==> src/common/srp_pkg.sv <==
/*
 * srp_pkg: constants, types and register map of the receive power and
 * link pll control register bank.
 * assumes: 15-bit register addresses, 8-bit registers, one core clock.
 */
package srp_pkg;

    localparam int ADDR_W = 15;
    localparam int DATA_W = 8;

    // register addresses
    localparam logic [14:0] ADDR_MASTER_PD  = 15'h0200;
    localparam logic [14:0] ADDR_LANE_PD    = 15'h0201;
    localparam logic [14:0] ADDR_SYNC_PD    = 15'h0203;
    localparam logic [14:0] ADDR_RECOV_RST  = 15'h0206;
    localparam logic [14:0] ADDR_RECOV_MODE = 15'h0230;
    localparam logic [14:0] ADDR_EQ_BIAS    = 15'h0268;
    localparam logic [14:0] ADDR_PLL_CTRL   = 15'h0280;
    localparam logic [14:0] ADDR_PLL_STATUS = 15'h0281;

    // reset values
    localparam logic [7:0] RST_MASTER_PD  = 8'h01;
    localparam logic [7:0] RST_LANE_PD    = 8'h00;
    localparam logic [7:0] RST_SYNC_PD    = 8'h00;
    localparam logic [7:0] RST_RECOV_RST  = 8'h01;
    localparam logic [7:0] RST_RECOV_MODE = 8'h28;
    localparam logic [7:0] RST_EQ_BIAS    = 8'h62;
    localparam logic [7:0] RST_PLL_CTRL   = 8'h00;
    localparam logic [7:0] READ_NONE      = 8'h00;

    // field positions
    localparam int BIT_MASTER_PD = 0;
    localparam int LANE_PD_MSB   = 3;
    localparam int BIT_SYNC_PD   = 1;
    localparam int BIT_RECOV_RSTN = 0;
    localparam int BIT_HALF_RATE = 5;
    localparam int BIT_OVERSAMP  = 1;
    localparam int BIT_SWING     = 0;
    localparam int EQ_PWR_MSB    = 7;
    localparam int EQ_PWR_LSB    = 6;
    localparam int BIT_PLL_RECAL = 2;
    localparam int BIT_PLL_EN    = 0;
    localparam int BIT_PLL_LOCK  = 0;

    // serial frame: read flag, 15 address bits, then 8 data bits
    localparam logic [4:0] INSTR_LAST = 5'h0F;
    localparam logic [4:0] DATA_LAST  = 5'h07;
    localparam logic [4:0] CNT_ZERO   = 5'h00;
    localparam logic [4:0] CNT_ONE    = 5'h01;

    typedef enum logic [1:0] {
        SPI_IDLE  = 2'b00,
        SPI_INSTR = 2'b01,
        SPI_DATA  = 2'b10,
        SPI_DONE  = 2'b11
    } srp_spi_state_t;

    typedef struct packed {
        logic              en;
        logic [ADDR_W-1:0] addr;
        logic [DATA_W-1:0] data;
    } srp_wr_t;

    typedef struct packed {
        logic       receiver_master_power_down;
        logic [3:0] lane_power_down_bits;
        logic       sync_buffer_off;
        logic       recovery_reset_n;
        logic       half_rate_recovery_en;
        logic       input_oversample_en;
        logic       sync_output_swing_sel;
        logic [1:0] equalizer_power_sel;
        logic       link_pll_en;
        logic       link_pll_recal;
    } srp_ctrl_t;

endpackage : srp_pkg

==> src/hdl/srp_regs.sv <==
/*
 * srp_regs: serial-port register bank for receiver power-down, clock
 * recovery modes, equalizer power and link pll enable/recalibration.
 * assumes: serial clock at most core_clk/8, 4-wire port, one byte per frame.
 */
// What this block does
// - a four-bit field powers down each lane's receive phy, reset zero.
// - bit 1 of the sync buffer register powers down the sync output buffer, reset zero.
// - recovery logic is held in reset while the active-low bit is 0; it resets to 1.
// - bit 0 of the mode register picks sync swing, 0 for about 170 mV, 1 for 350 mV.
// - bits 7:6 pick equalizer power, 00 normal, 01 low power, reset 0x1.
// - a 0 to 1 change of pll control bit 2 starts one link pll calibration.
// - pll control bit 0 enables the link pll, reset 0; it does not start a calibration.
// - the master bit powers down the whole receiver analog, reset 1.
// - a read-only status bit shows link pll lock, low out of reset.
module srp_regs
    import srp_pkg::*;
(
    // clock and reset
    input  wire logic      core_clk,
    input  wire logic      rst,
    // serial control port pins
    input  wire logic      spi_cs_n,
    input  wire logic      spi_sclk,
    input  wire logic      spi_sdi,
    output      logic      spi_sdo,
    output      logic      spi_sdo_oe,
    // analog status
    input  wire logic      link_pll_lock_in,
    // controls to the receiver
    output      srp_ctrl_t ctrl
);

    logic           cs_s1, cs_s2;
    logic           sclk_s1, sclk_s2, sclk_s3;
    logic           sdi_s1, sdi_s2;
    logic           lock_s1, lock_s2;
    logic           sclk_rise, sclk_fall;
    srp_spi_state_t state;
    logic [4:0]     bit_cnt;
    logic [14:0]    instr_shift;
    logic           op_read;
    logic [14:0]    op_addr;
    logic [7:0]     wr_shift;
    logic [7:0]     rd_shift;
    srp_wr_t        wr;
    logic [7:0]     master_pd_reg;
    logic [7:0]     lane_pd_reg;
    logic [7:0]     sync_pd_reg;
    logic [7:0]     recov_rst_reg;
    logic [7:0]     recov_mode_reg;
    logic [7:0]     eq_mode_reg;
    logic [7:0]     pll_ctrl_reg;
    logic [14:0]    next_addr;

    // pins are asynchronous to core_clk
    always_ff @(posedge core_clk or posedge rst) begin
        if (rst) begin
            cs_s1   <= 1'b1;
            cs_s2   <= 1'b1;
            sclk_s1 <= 1'b0;
            sclk_s2 <= 1'b0;
            sclk_s3 <= 1'b0;
            sdi_s1  <= 1'b0;
            sdi_s2  <= 1'b0;
            lock_s1 <= 1'b0;
            lock_s2 <= 1'b0;
        end else begin
            cs_s1   <= spi_cs_n;
            cs_s2   <= cs_s1;
            sclk_s1 <= spi_sclk;
            sclk_s2 <= sclk_s1;
            sclk_s3 <= sclk_s2;
            sdi_s1  <= spi_sdi;
            sdi_s2  <= sdi_s1;
            lock_s1 <= link_pll_lock_in;
            lock_s2 <= lock_s1;
        end
    end

    assign sclk_rise = sclk_s2 & ~sclk_s3;
    assign sclk_fall = ~sclk_s2 & sclk_s3;
    assign next_addr = {instr_shift[13:0], sdi_s2};

    // lock is read from the second flop, so a read never sees a metastable bit
    function automatic logic [7:0] read_mux(input logic [14:0] a);
        logic [7:0] d;
        d = READ_NONE;
        unique case (a)
            ADDR_MASTER_PD:  d = master_pd_reg;
            ADDR_LANE_PD:    d = lane_pd_reg;
            ADDR_SYNC_PD:    d = sync_pd_reg;
            ADDR_RECOV_RST:  d = recov_rst_reg;
            ADDR_RECOV_MODE: d = recov_mode_reg;
            ADDR_EQ_BIAS:    d = eq_mode_reg;
            ADDR_PLL_CTRL:   d = pll_ctrl_reg;
            ADDR_PLL_STATUS: d[BIT_PLL_LOCK] = lock_s2;
            default:         d = READ_NONE;
        endcase
        return d;
    endfunction : read_mux

    // frame sequencer; chip select high aborts any frame
    always_ff @(posedge core_clk or posedge rst) begin
        if (rst) begin
            state   <= SPI_IDLE;
            bit_cnt <= CNT_ZERO;
        end else if (cs_s2) begin
            state   <= SPI_IDLE;
            bit_cnt <= CNT_ZERO;
        end else begin
            unique case (state)
                SPI_IDLE: begin
                    state   <= SPI_INSTR;
                    bit_cnt <= CNT_ZERO;
                end
                SPI_INSTR: begin
                    if (sclk_rise) begin
                        if (bit_cnt == INSTR_LAST) begin
                            state   <= SPI_DATA;
                            bit_cnt <= CNT_ZERO;
                        end else begin
                            bit_cnt <= bit_cnt + CNT_ONE;
                        end
                    end
                end
                SPI_DATA: begin
                    if (sclk_rise) begin
                        if (bit_cnt == DATA_LAST) begin
                            state <= SPI_DONE;
                        end
                        bit_cnt <= bit_cnt + CNT_ONE;
                    end
                end
                SPI_DONE: begin
                    // bits past the 24th are ignored; the frame waits here for chip select
                    state <= SPI_DONE;
                end
            endcase
        end
    end

    // instruction capture
    always_ff @(posedge core_clk or posedge rst) begin
        if (rst) begin
            instr_shift <= '0;
            op_read     <= 1'b0;
            op_addr     <= '0;
        end else if (state == SPI_INSTR && sclk_rise) begin
            instr_shift <= next_addr;
            if (bit_cnt == INSTR_LAST) begin
                op_read <= instr_shift[14];
                op_addr <= next_addr;
            end
        end
    end

    // write data capture; only a full byte makes a write
    always_ff @(posedge core_clk or posedge rst) begin
        if (rst) begin
            wr_shift <= '0;
            wr       <= '0;
        end else begin
            wr.en <= 1'b0;
            if (!cs_s2 && state == SPI_DATA && sclk_rise) begin
                wr_shift <= {wr_shift[6:0], sdi_s2};
                if (bit_cnt == DATA_LAST && !op_read) begin
                    wr.en   <= 1'b1;
                    wr.addr <= op_addr;
                    wr.data <= {wr_shift[6:0], sdi_s2};
                end
            end
        end
    end

    // read data: loaded after the last address bit, shifted out on falling edges
    always_ff @(posedge core_clk or posedge rst) begin
        if (rst) begin
            rd_shift   <= '0;
            spi_sdo    <= 1'b0;
            spi_sdo_oe <= 1'b0;
        end else begin
            spi_sdo_oe <= !cs_s2 && op_read && (state == SPI_DATA || state == SPI_DONE);
            if (state == SPI_INSTR && sclk_rise && bit_cnt == INSTR_LAST) begin
                rd_shift <= read_mux(next_addr);
            end else if (state == SPI_DATA && sclk_fall && op_read) begin
                spi_sdo  <= rd_shift[7];
                rd_shift <= {rd_shift[6:0], 1'b0};
            end
        end
    end

    // register file; every bit, reserved ones too, is stored as written
    always_ff @(posedge core_clk or posedge rst) begin
        if (rst) begin
            master_pd_reg  <= RST_MASTER_PD;
            lane_pd_reg    <= RST_LANE_PD;
            sync_pd_reg    <= RST_SYNC_PD;
            recov_rst_reg  <= RST_RECOV_RST;
            recov_mode_reg <= RST_RECOV_MODE;
            eq_mode_reg    <= RST_EQ_BIAS;
            pll_ctrl_reg   <= RST_PLL_CTRL;
        end else if (wr.en) begin
            unique case (wr.addr)
                ADDR_MASTER_PD:  master_pd_reg  <= wr.data;
                ADDR_LANE_PD:    lane_pd_reg    <= wr.data;
                ADDR_SYNC_PD:    sync_pd_reg    <= wr.data;
                ADDR_RECOV_RST:  recov_rst_reg  <= wr.data;
                ADDR_RECOV_MODE: recov_mode_reg <= wr.data;
                ADDR_EQ_BIAS:    eq_mode_reg    <= wr.data;
                ADDR_PLL_CTRL:   pll_ctrl_reg   <= wr.data;
                default:         master_pd_reg  <= master_pd_reg;
            endcase
        end
    end

    // controls other than recal follow the registers one cycle later; recal is set from the write itself; all come straight from flops
    always_ff @(posedge core_clk or posedge rst) begin
        if (rst) begin
            ctrl                            <= '0;
            ctrl.receiver_master_power_down <= RST_MASTER_PD[BIT_MASTER_PD];
            ctrl.recovery_reset_n           <= RST_RECOV_RST[BIT_RECOV_RSTN];
            ctrl.half_rate_recovery_en      <= RST_RECOV_MODE[BIT_HALF_RATE];
            ctrl.equalizer_power_sel        <= RST_EQ_BIAS[EQ_PWR_MSB:EQ_PWR_LSB];
        end else begin
            ctrl.receiver_master_power_down <= master_pd_reg[BIT_MASTER_PD];
            ctrl.lane_power_down_bits       <= lane_pd_reg[LANE_PD_MSB:0];
            ctrl.sync_buffer_off            <= sync_pd_reg[BIT_SYNC_PD];
            ctrl.recovery_reset_n           <= recov_rst_reg[BIT_RECOV_RSTN];
            ctrl.half_rate_recovery_en      <= recov_mode_reg[BIT_HALF_RATE];
            ctrl.input_oversample_en        <= recov_mode_reg[BIT_OVERSAMP];
            ctrl.sync_output_swing_sel      <= recov_mode_reg[BIT_SWING];
            ctrl.equalizer_power_sel        <= eq_mode_reg[EQ_PWR_MSB:EQ_PWR_LSB];
            ctrl.link_pll_en                <= pll_ctrl_reg[BIT_PLL_EN];
            // a rewrite of 1 over 1 is no edge, so it cannot restart calibration
            ctrl.link_pll_recal <= wr.en && wr.addr == ADDR_PLL_CTRL
                && wr.data[BIT_PLL_RECAL] && !pll_ctrl_reg[BIT_PLL_RECAL];
        end
    end

    lane_pd_a: assert property (@(posedge core_clk) disable iff (rst)
        ctrl.lane_power_down_bits == $past(lane_pd_reg[LANE_PD_MSB:0]))
        else $error("lane power-down output does not follow its register");

    lane_wr_a: assert property (@(posedge core_clk) disable iff (rst)
        (wr.en && wr.addr == ADDR_LANE_PD)
            |=> ##1 ctrl.lane_power_down_bits == $past(wr.data[LANE_PD_MSB:0], 2))
        else $error("lane power-down output does not follow a write");

    sync_off_a: assert property (@(posedge core_clk) disable iff (rst)
        (wr.en && wr.addr == ADDR_SYNC_PD)
            |=> ##1 ctrl.sync_buffer_off == $past(wr.data[BIT_SYNC_PD], 2))
        else $error("sync buffer power-down does not follow a write");

    recov_rst_a: assert property (@(posedge core_clk) disable iff (rst)
        (wr.en && wr.addr == ADDR_RECOV_RST && !wr.data[BIT_RECOV_RSTN])
            |=> ##1 !ctrl.recovery_reset_n)
        else $error("recovery logic not held in reset after clearing the bit");

    swing_sel_a: assert property (@(posedge core_clk) disable iff (rst)
        ctrl.sync_output_swing_sel == $past(recov_mode_reg[BIT_SWING]))
        else $error("sync swing select does not follow mode register bit 0");

    eq_power_a: assert property (@(posedge core_clk) disable iff (rst)
        ctrl.equalizer_power_sel == $past(eq_mode_reg[EQ_PWR_MSB:EQ_PWR_LSB]))
        else $error("equalizer power mode does not follow bits 7:6");

    pll_recal_a: assert property (@(posedge core_clk) disable iff (rst)
        ctrl.link_pll_recal |-> $past(wr.en && wr.addr == ADDR_PLL_CTRL
            && wr.data[BIT_PLL_RECAL] && !pll_ctrl_reg[BIT_PLL_RECAL])
            ##1 !ctrl.link_pll_recal)
        else $error("recalibration pulse without a rising edge or longer than one cycle");

    recal_idle_a: assert property (@(posedge core_clk) disable iff (rst)
        (wr.en && wr.addr == ADDR_PLL_CTRL && !wr.data[BIT_PLL_RECAL])
            |=> !ctrl.link_pll_recal)
        else $error("calibration started although the recalibration bit was written 0");

    recal_edge_a: assert property (@(posedge core_clk) disable iff (rst)
        (wr.en && wr.addr == ADDR_PLL_CTRL && wr.data[BIT_PLL_RECAL]
            && !pll_ctrl_reg[BIT_PLL_RECAL]) |=> ctrl.link_pll_recal)
        else $error("rising recalibration bit did not start a calibration");

    pll_en_a: assert property (@(posedge core_clk) disable iff (rst)
        (wr.en && wr.addr == ADDR_PLL_CTRL)
            |=> ##1 ctrl.link_pll_en == $past(wr.data[BIT_PLL_EN], 2))
        else $error("pll enable does not follow the written bit");

    master_pd_a: assert property (@(posedge core_clk) disable iff (rst)
        ctrl.receiver_master_power_down == $past(master_pd_reg[BIT_MASTER_PD]))
        else $error("master power-down output does not follow its register");

    lock_sync_a: assert property (@(posedge core_clk) disable iff (rst)
        lock_s2 == $past(link_pll_lock_in, 2))
        else $error("lock status is not the input delayed by two flops");

    reserved_keep_a: assert property (@(posedge core_clk) disable iff (rst)
        (wr.en && wr.addr == ADDR_EQ_BIAS) |=> eq_mode_reg == $past(wr.data))
        else $error("equalizer register did not store the written byte");

endmodule : srp_regs

==> config.mk <==
export PLATFORM = sky130hd
export DESIGN_NAME = srp_regs
export DESIGN_NICKNAME = d
export VERILOG_FILES = /design/src/common/srp_pkg.sv /design/src/hdl/srp_regs.sv
export SDC_FILE = /design/constraint.sdc
export NUM_CORES = 1
export LEC_CHECK = 0
export ABC_AREA = 1
export BUFFER_PORTS_ARGS = -buffer_cell sky130_fd_sc_hd__buf_4
export CORE_MARGIN = 1
export CORE_UTILIZATION = 45
export DETAILED_ROUTE_END_ITERATION = 8
export GPL_ROUTABILITY_DRIVEN = 0
export MAX_ROUTING_LAYER = met4
export SLEW_MARGIN = 20
export SYNTH_ARGS = -nofsm -noshare
export SYNTH_HDL_FRONTEND = slang
export SYNTH_SLANG_ARGS = --single-unit
==> constraint.sdc <==
create_clock -name core_clk -period 6.2 [get_ports core_clk]
set_input_delay 0 -clock core_clk [delete_from_list [all_inputs] [get_ports core_clk]]
set_output_delay 0 -clock core_clk [all_outputs]
set_load 0.005 [all_outputs]
# Word-level counts from Yosys, hierarchy flattened
# Cells that the tools add are included.
# word_totals
latchBits,0
inputBits,6
regBits,158
ram_bits,0
n_memories,0
mem_bits_ro,0
elab_cells,116
output_inout_bits,16
# classes
n_reduce_logical,31
div_mod_pow,0
bitwise_logic,5
shift,0
add_sub_neg,1
magnitude_cmp,0
n_eq_ne,24
mul,0
n_mux,17
# ops
op,count
$eq 15x10->1 const B,15
$pmux 7 s7,1
$mux 24,2
$mux 5,4
$reduce_and 2->1,10
$mux 8,2
$pmux 5 s3,1
$logic_and 1x1->1,12
$mux 2,5
$ne 3x3->1 const B,3
$pmux 1 s8,1
$pmux 2 s4,1
$add 5x1->5 const B,1
$eq 5x3->1 const B,1
$eq 5x4->1 const B,1
$eq 2x2->1 const B,2
$reduce_and 4->1,1
$reduce_bool 4->1,1
$logic_not 1->1,3
$ne 3x2->1 const B,1
$not 1->1,3
$reduce_and 3->1,1
$and 1x1->1,2
$eq 2x1->1 const B,1
other kinds (3),3

# Logic depth before layout (Yosys ltp)
# depth
ltp_word,6
ltp_mapped,13
mapped_depth_nobuf,12

# Worst setup path after synthesis
# No wires, ideal clock.
# synth_path
path_type,register -> register
from,register state[0]
to,register wr[17] (netlist name)
slack_ps,4434
t_required_ps,6075
arrival_time_ps,1641
setup_ps,125
synth_period_minus_slack_ps,1766
path_buffers,0
path_stages_with_launch,8
path_cell_list,dfrtp_1 inv_1 ha_1 inv_2 nor2_4 nand2_4 nor3_4 mux2_4
# synth_via
elab_chain_len,4
# synth_lines
element,line_no,rtl
from (decl),srp_regs.sv:39,srp_spi_state_t state;
from (signal assigned),srp_regs.sv:106,state <= SPI_IDLE;
from (signal assigned),srp_regs.sv:109,state <= SPI_IDLE;
from (signal assigned),srp_regs.sv:114,state <= SPI_INSTR;
$eq 2x2->1,srp_regs.sv:165,if (!cs_s2 && state == SPI_DATA && sclk_rise) begin
$logic_and 1x1->1 (2 in series),srp_regs.sv:165,
$reduce_and 2->1 (no line),--,
to (decl),srp_regs.sv:46,srp_wr_t wr;
# No other way between the ends.
# A chain may end at the register's enable or synchronous reset.

# Worst setup path in the final report
# layout_path
from,register state[1]
to,register rd_shift[7]
# layout_via
elab_chain_len,4
# layout_lines
element,line_no,rtl
$eq 2x1->1 or $eq 2x2->1 (tied branches),"srp_regs.sv:184, srp_regs.sv:186",
$logic_and 1x1->1 (on tied branches) (2 in series),"srp_regs.sv:184, srp_regs.sv:186",
$mux 8 or $reduce_bool 2->1 (tied branches),--,
to (signal assigned),srp_regs.sv:185,rd_shift <= read_mux(next_addr);
to (signal assigned),srp_regs.sv:188,"rd_shift <= {rd_shift[6:0], 1'b0};"
to (decl),srp_regs.sv:45,logic [7:0] rd_shift;
# Parallel ways exist; a longest one is shown, timed or not.

==> insert_results.sql <==
INSERT INTO impl_metrics (metric_group, metric, value, unit) VALUES
('yosys', 'yosys.area_share.adder', '1.32', '%'),
('yosys', 'area_share_of_and_or_nand_nor_cells_after_synthesis', '22.3', '%'),
('yosys', 'synth_top_family_by_area', 'simple AND/OR/NAND/NOR gates', ''),
('yosys', 'dominantRegCellSynth', 'sky130_fd_sc_hd__dfrtp_1', ''),
('worst_setup_path', 'cpMaxStageDelayCell', 'sky130_fd_sc_hd__nor2_1', ''),
('yosys', 'synth_area_leader_cell', 'sky130_fd_sc_hd__dfrtp_1', ''),
('cts', 'htree_levels', '4', ''),
('worst_setup_path', 'worst_path_dominant_cell_family', 'simple AND/OR/NAND/NOR gates', ''),
('cells_and_area', 'area.growth.synth_to_final', '13.7', '%'),
('sta', 'finalHoldViolCount', '0', ''),
('power', 'switchingPower', '0.610', 'mW'),
('cts', 'clock_path_buffers', '2', ''),
('cts', 'clk_pin_slew_worst_paths', '0.06', 'ns'),
('worst_setup_path', 'cpPeakStageDelay', '0.66', 'ns'),
('cts', 'clkLatencyLatePin', '0.42', 'ns'),
('yosys', 'syn_inst', '742', ''),
('floorplan', 'fp.dieH', '123', 'microns'),
('power', 'switching_share', '25.7', '%'),
('power', 'power.density', '316', 'nW/um^2'),
('routing', 'vias_per_cell', '5.03', ''),
('worst_setup_path', 'critical_path_class', 'reg2reg', ''),
('worst_setup_path', 'cp.buffers_inverters', '3', ''),
('power', 'sequentialPowerShare', '47.5', '%'),
('sta', 'timing.fmax', '297', 'MHz'),
('yosys', 'distinct_cell_type_count_of_the_synthesized_netlist', '28', ''),
('cts', 'clkSinkCount', '158', ''),
('place', 'place.detailed.hpwl', '9070', 'microns'),
('worst_setup_path', 'crit_path_cell_trace', 'inv_1 > ha_1 > nand2_1 > nor2_1 > inv_1 > nand2_1 > inv_1 > nand2_1 > nand2_1', ''),
('place', 'postPlaceCellArea', '6900', 'sq um'),
('yosys', 'synth_compound_area_share', '9.93', '%'),
('sta', 'fin_worst_skew', '0.00622', 'ns'),
('worst_setup_path', 'crit_fanout', '38', ''),
('routing', 'wire_length_reported_by_the_detailed_router', '13800', 'microns'),
('grt', 'groute.usage.overall', '21.0', '%'),
('cts', 'clock_tree_from_tritoncts', 'yes', ''),
('power', 'vdd.ir_drop.worst', '0.000246', 'V'),
('routing', 'avgRoutedWirePerCell', '14.4', 'microns'),
('cts', 'cts_buffers', '17', ''),
('yosys', 'synth.cells.most_frequent', 'sky130_fd_sc_hd__nand2_1 (213), sky130_fd_sc_hd__dfrtp_1 (145), sky130_fd_sc_hd__o21ai_0 (104)', ''),
('job', 'cap_viol_max_count', '0', ''),
('power', 'intPower', '1.77', 'mW'),
('cts', 'clockRootBuffer', 'sky130_fd_sc_hd__clkbuf_16', ''),
('yosys', 'synth.top_cells.by_area', 'sky130_fd_sc_hd__dfrtp_1 (55%), sky130_fd_sc_hd__nand2_1 (12%), sky130_fd_sc_hd__o21ai_0 (7.9%)', ''),
('floorplan', 'pin_count', '22', ''),
('run_status', 'outcome', 'complete, no violations', ''),
('worst_setup_path', 'worst_path_most_repeated_cell', 'sky130_fd_sc_hd__nand2_1', ''),
('power', 'static-leakage-power', '3.56', 'nW'),
('grt', 'grt_pass1_vias', '4743', ''),
('cells_and_area', 'layout_cells_sized_above_1', '10.8', '%'),
('cells_and_area', 'nNetsFinal', '778', ''),
('power', 'share_comb_of_total_power', '10.2', '%'),
('yosys', 'yosys.area_share.xor_xnor', '0.132', '%'),
('worst_setup_path', 'worstPathRequired', '6.51', 'ns'),
('routing', 'drt_pass1_iterations', '5', ''),
('yosys', 'synth.yosys.warnings', '0', ''),
('cells_and_area', 'layout.cell_area.non_filler', '7520', 'sq um'),
('yosys', 'synth_enable_flop_cells', '0', ''),
('yosys', 'post_synthesis_register_bit_count', '158', ''),
('yosys', 'yosys.cell_count.top_type', 'sky130_fd_sc_hd__nand2_1', ''),
('worst_setup_path', 'sort_of_element_at_the_start_of_the_critical_path', 'flip-flop', ''),
('sta', 'minimum_clock_period', '3.37', 'ns'),
('grt', 'grt_start_max_net_pins', '107', ''),
('floorplan', 'dieWidth', '123', 'microns'),
('grt', 'number_of_antenna_violations_at_the_first_check_in_global_routing', '0', ''),
('yosys', 'synth.yosys.seq_area_share', '60.0', '%'),
('place', 'place.port_buffers', '21', ''),
('cells_and_area', 'max_reg_flops', '24', ''),
('yosys', 'synth.net_count', '755', ''),
('worst_setup_path', 'timing.critical_path.to_type', 'flip-flop', ''),
('yosys', 'post_synth_instance_area', '6620', 'sq um'),
('sta', 'timing.slew.headroom', '38.8', '%');
==> through the flow <==
stage          std cells  hold WS, ns  utilization [%]  setup slack (ns)  power, mW
6_report             957        0.232             53.4              2.83       2.38
5_1_grt              957        0.225             53.4              2.36       2.49
4_1_cts              957        0.213             53.4              2.79       2.40
3_5_place_dp         921        0.110             49.0              2.81       1.39
3_3_place_gp         921        0.109             49.0              3.04       1.38
2_1_floorplan        742      0.00448                -              1.96       1.33
==> power groups by stage <==
stage / combinational (mW) / sequential (mW) / clock (mW)
after floorplan: 0.190 / 1.14 / 0
after global placement: 0.239 / 1.15 / 0
after detailed placement: 0.243 / 1.15 / 0
after CTS: 0.246 / 1.13 / 1.02
after global routing: 0.284 / 1.14 / 1.07
final: 0.242 / 1.13 / 1.01
==> metal layers <==
metal  share of wire [%]  track usage [%]  vias up
met5                   0                -        -
met4                 1.5             7.76        0
met3                 3.7             3.64       16
met2                  47             33.1       74
met1                  48             27.4     2280
li1                    -                -     2441
==> repair_timing <==
action	CTS	global route
resized for setup	0	0
hold buffers	5	0
hold endpoints to repair	100	0
setup buffers	0	0
==> kinds of logic after synthesis <==
logic type | after synthesis
multiplexers | 2
AO/OA/AOI/OAI | 129
buffers and inverters | 95
AND/OR/NAND/NOR | 350
adder cells (fa/ha/maj) | 7
XOR/XNOR | 1
flip-flops | 158
==> path summary, 6_finish.rpt <==
check / cells past startpoint / to / slack [ns] / start
worst min-delay path: 2 / sdi_s1 / 0.23 / spi_sdi
min in group asynchronous: 3 / ctrl[4] / 0.35 / rst
worst max register to register: 9 / rd_shift[7] / 2.83 / state[1]
max in group asynchronous: 4 / eq_mode_reg[3] / 4.63 / rst
worst min register to register: 0 / lock_s2 / 0.35 / lock_s1
worst max-delay path: 9 / rd_shift[7] / 2.83 / state[1]
==> cells in the final DEF (no fill, tap or decap), types with 2 or more instances in the layout <==
| master | count |
|---|---|
| sky130_fd_sc_hd__nor2_2 | 6 |
| sky130_fd_sc_hd__dfstp_2 | 13 |
| sky130_fd_sc_hd__nand2_1 | 213 |
| sky130_fd_sc_hd__inv_1 | 65 |
| sky130_fd_sc_hd__nand3_1 | 62 |
| sky130_fd_sc_hd__a21oi_1 | 7 |
| sky130_fd_sc_hd__o21ai_1 | 14 |
| sky130_fd_sc_hd__dfrtp_1 | 145 |
| sky130_fd_sc_hd__nor4_1 | 3 |
| sky130_fd_sc_hd__clkbuf_16 | 17 |
| sky130_fd_sc_hd__dlygate4sd3_1 | 5 |
| sky130_fd_sc_hd__clkbuf_1 | 2 |
| sky130_fd_sc_hd__clkbuf_8 | 6 |
| sky130_fd_sc_hd__nor3_1 | 5 |
| sky130_fd_sc_hd__nor2_4 | 2 |
| sky130_fd_sc_hd__o21ai_0 | 104 |
| sky130_fd_sc_hd__inv_2 | 4 |
| sky130_fd_sc_hd__clkinv_2 | 4 |
| sky130_fd_sc_hd__buf_4 | 24 |
| sky130_fd_sc_hd__ha_1 | 7 |
| sky130_fd_sc_hd__nand4_1 | 9 |
| sky130_fd_sc_hd__nor2_1 | 48 |
==> cell type report <==
type                            instances  area (sq um)  share of cell area [%]
Multi-Input combinational cell        489          2260                    30.0
Tap cell                              180           225                    2.99
Clock inverter                          6          57.6                   0.765
Timing Repair Buffer                   29           230                    3.06
Inverter                               70           268                    3.56
Sequential cell                       158          3970                    52.8
Clock buffer                           25           515                    6.85
(Power assumes the default switching activity.)
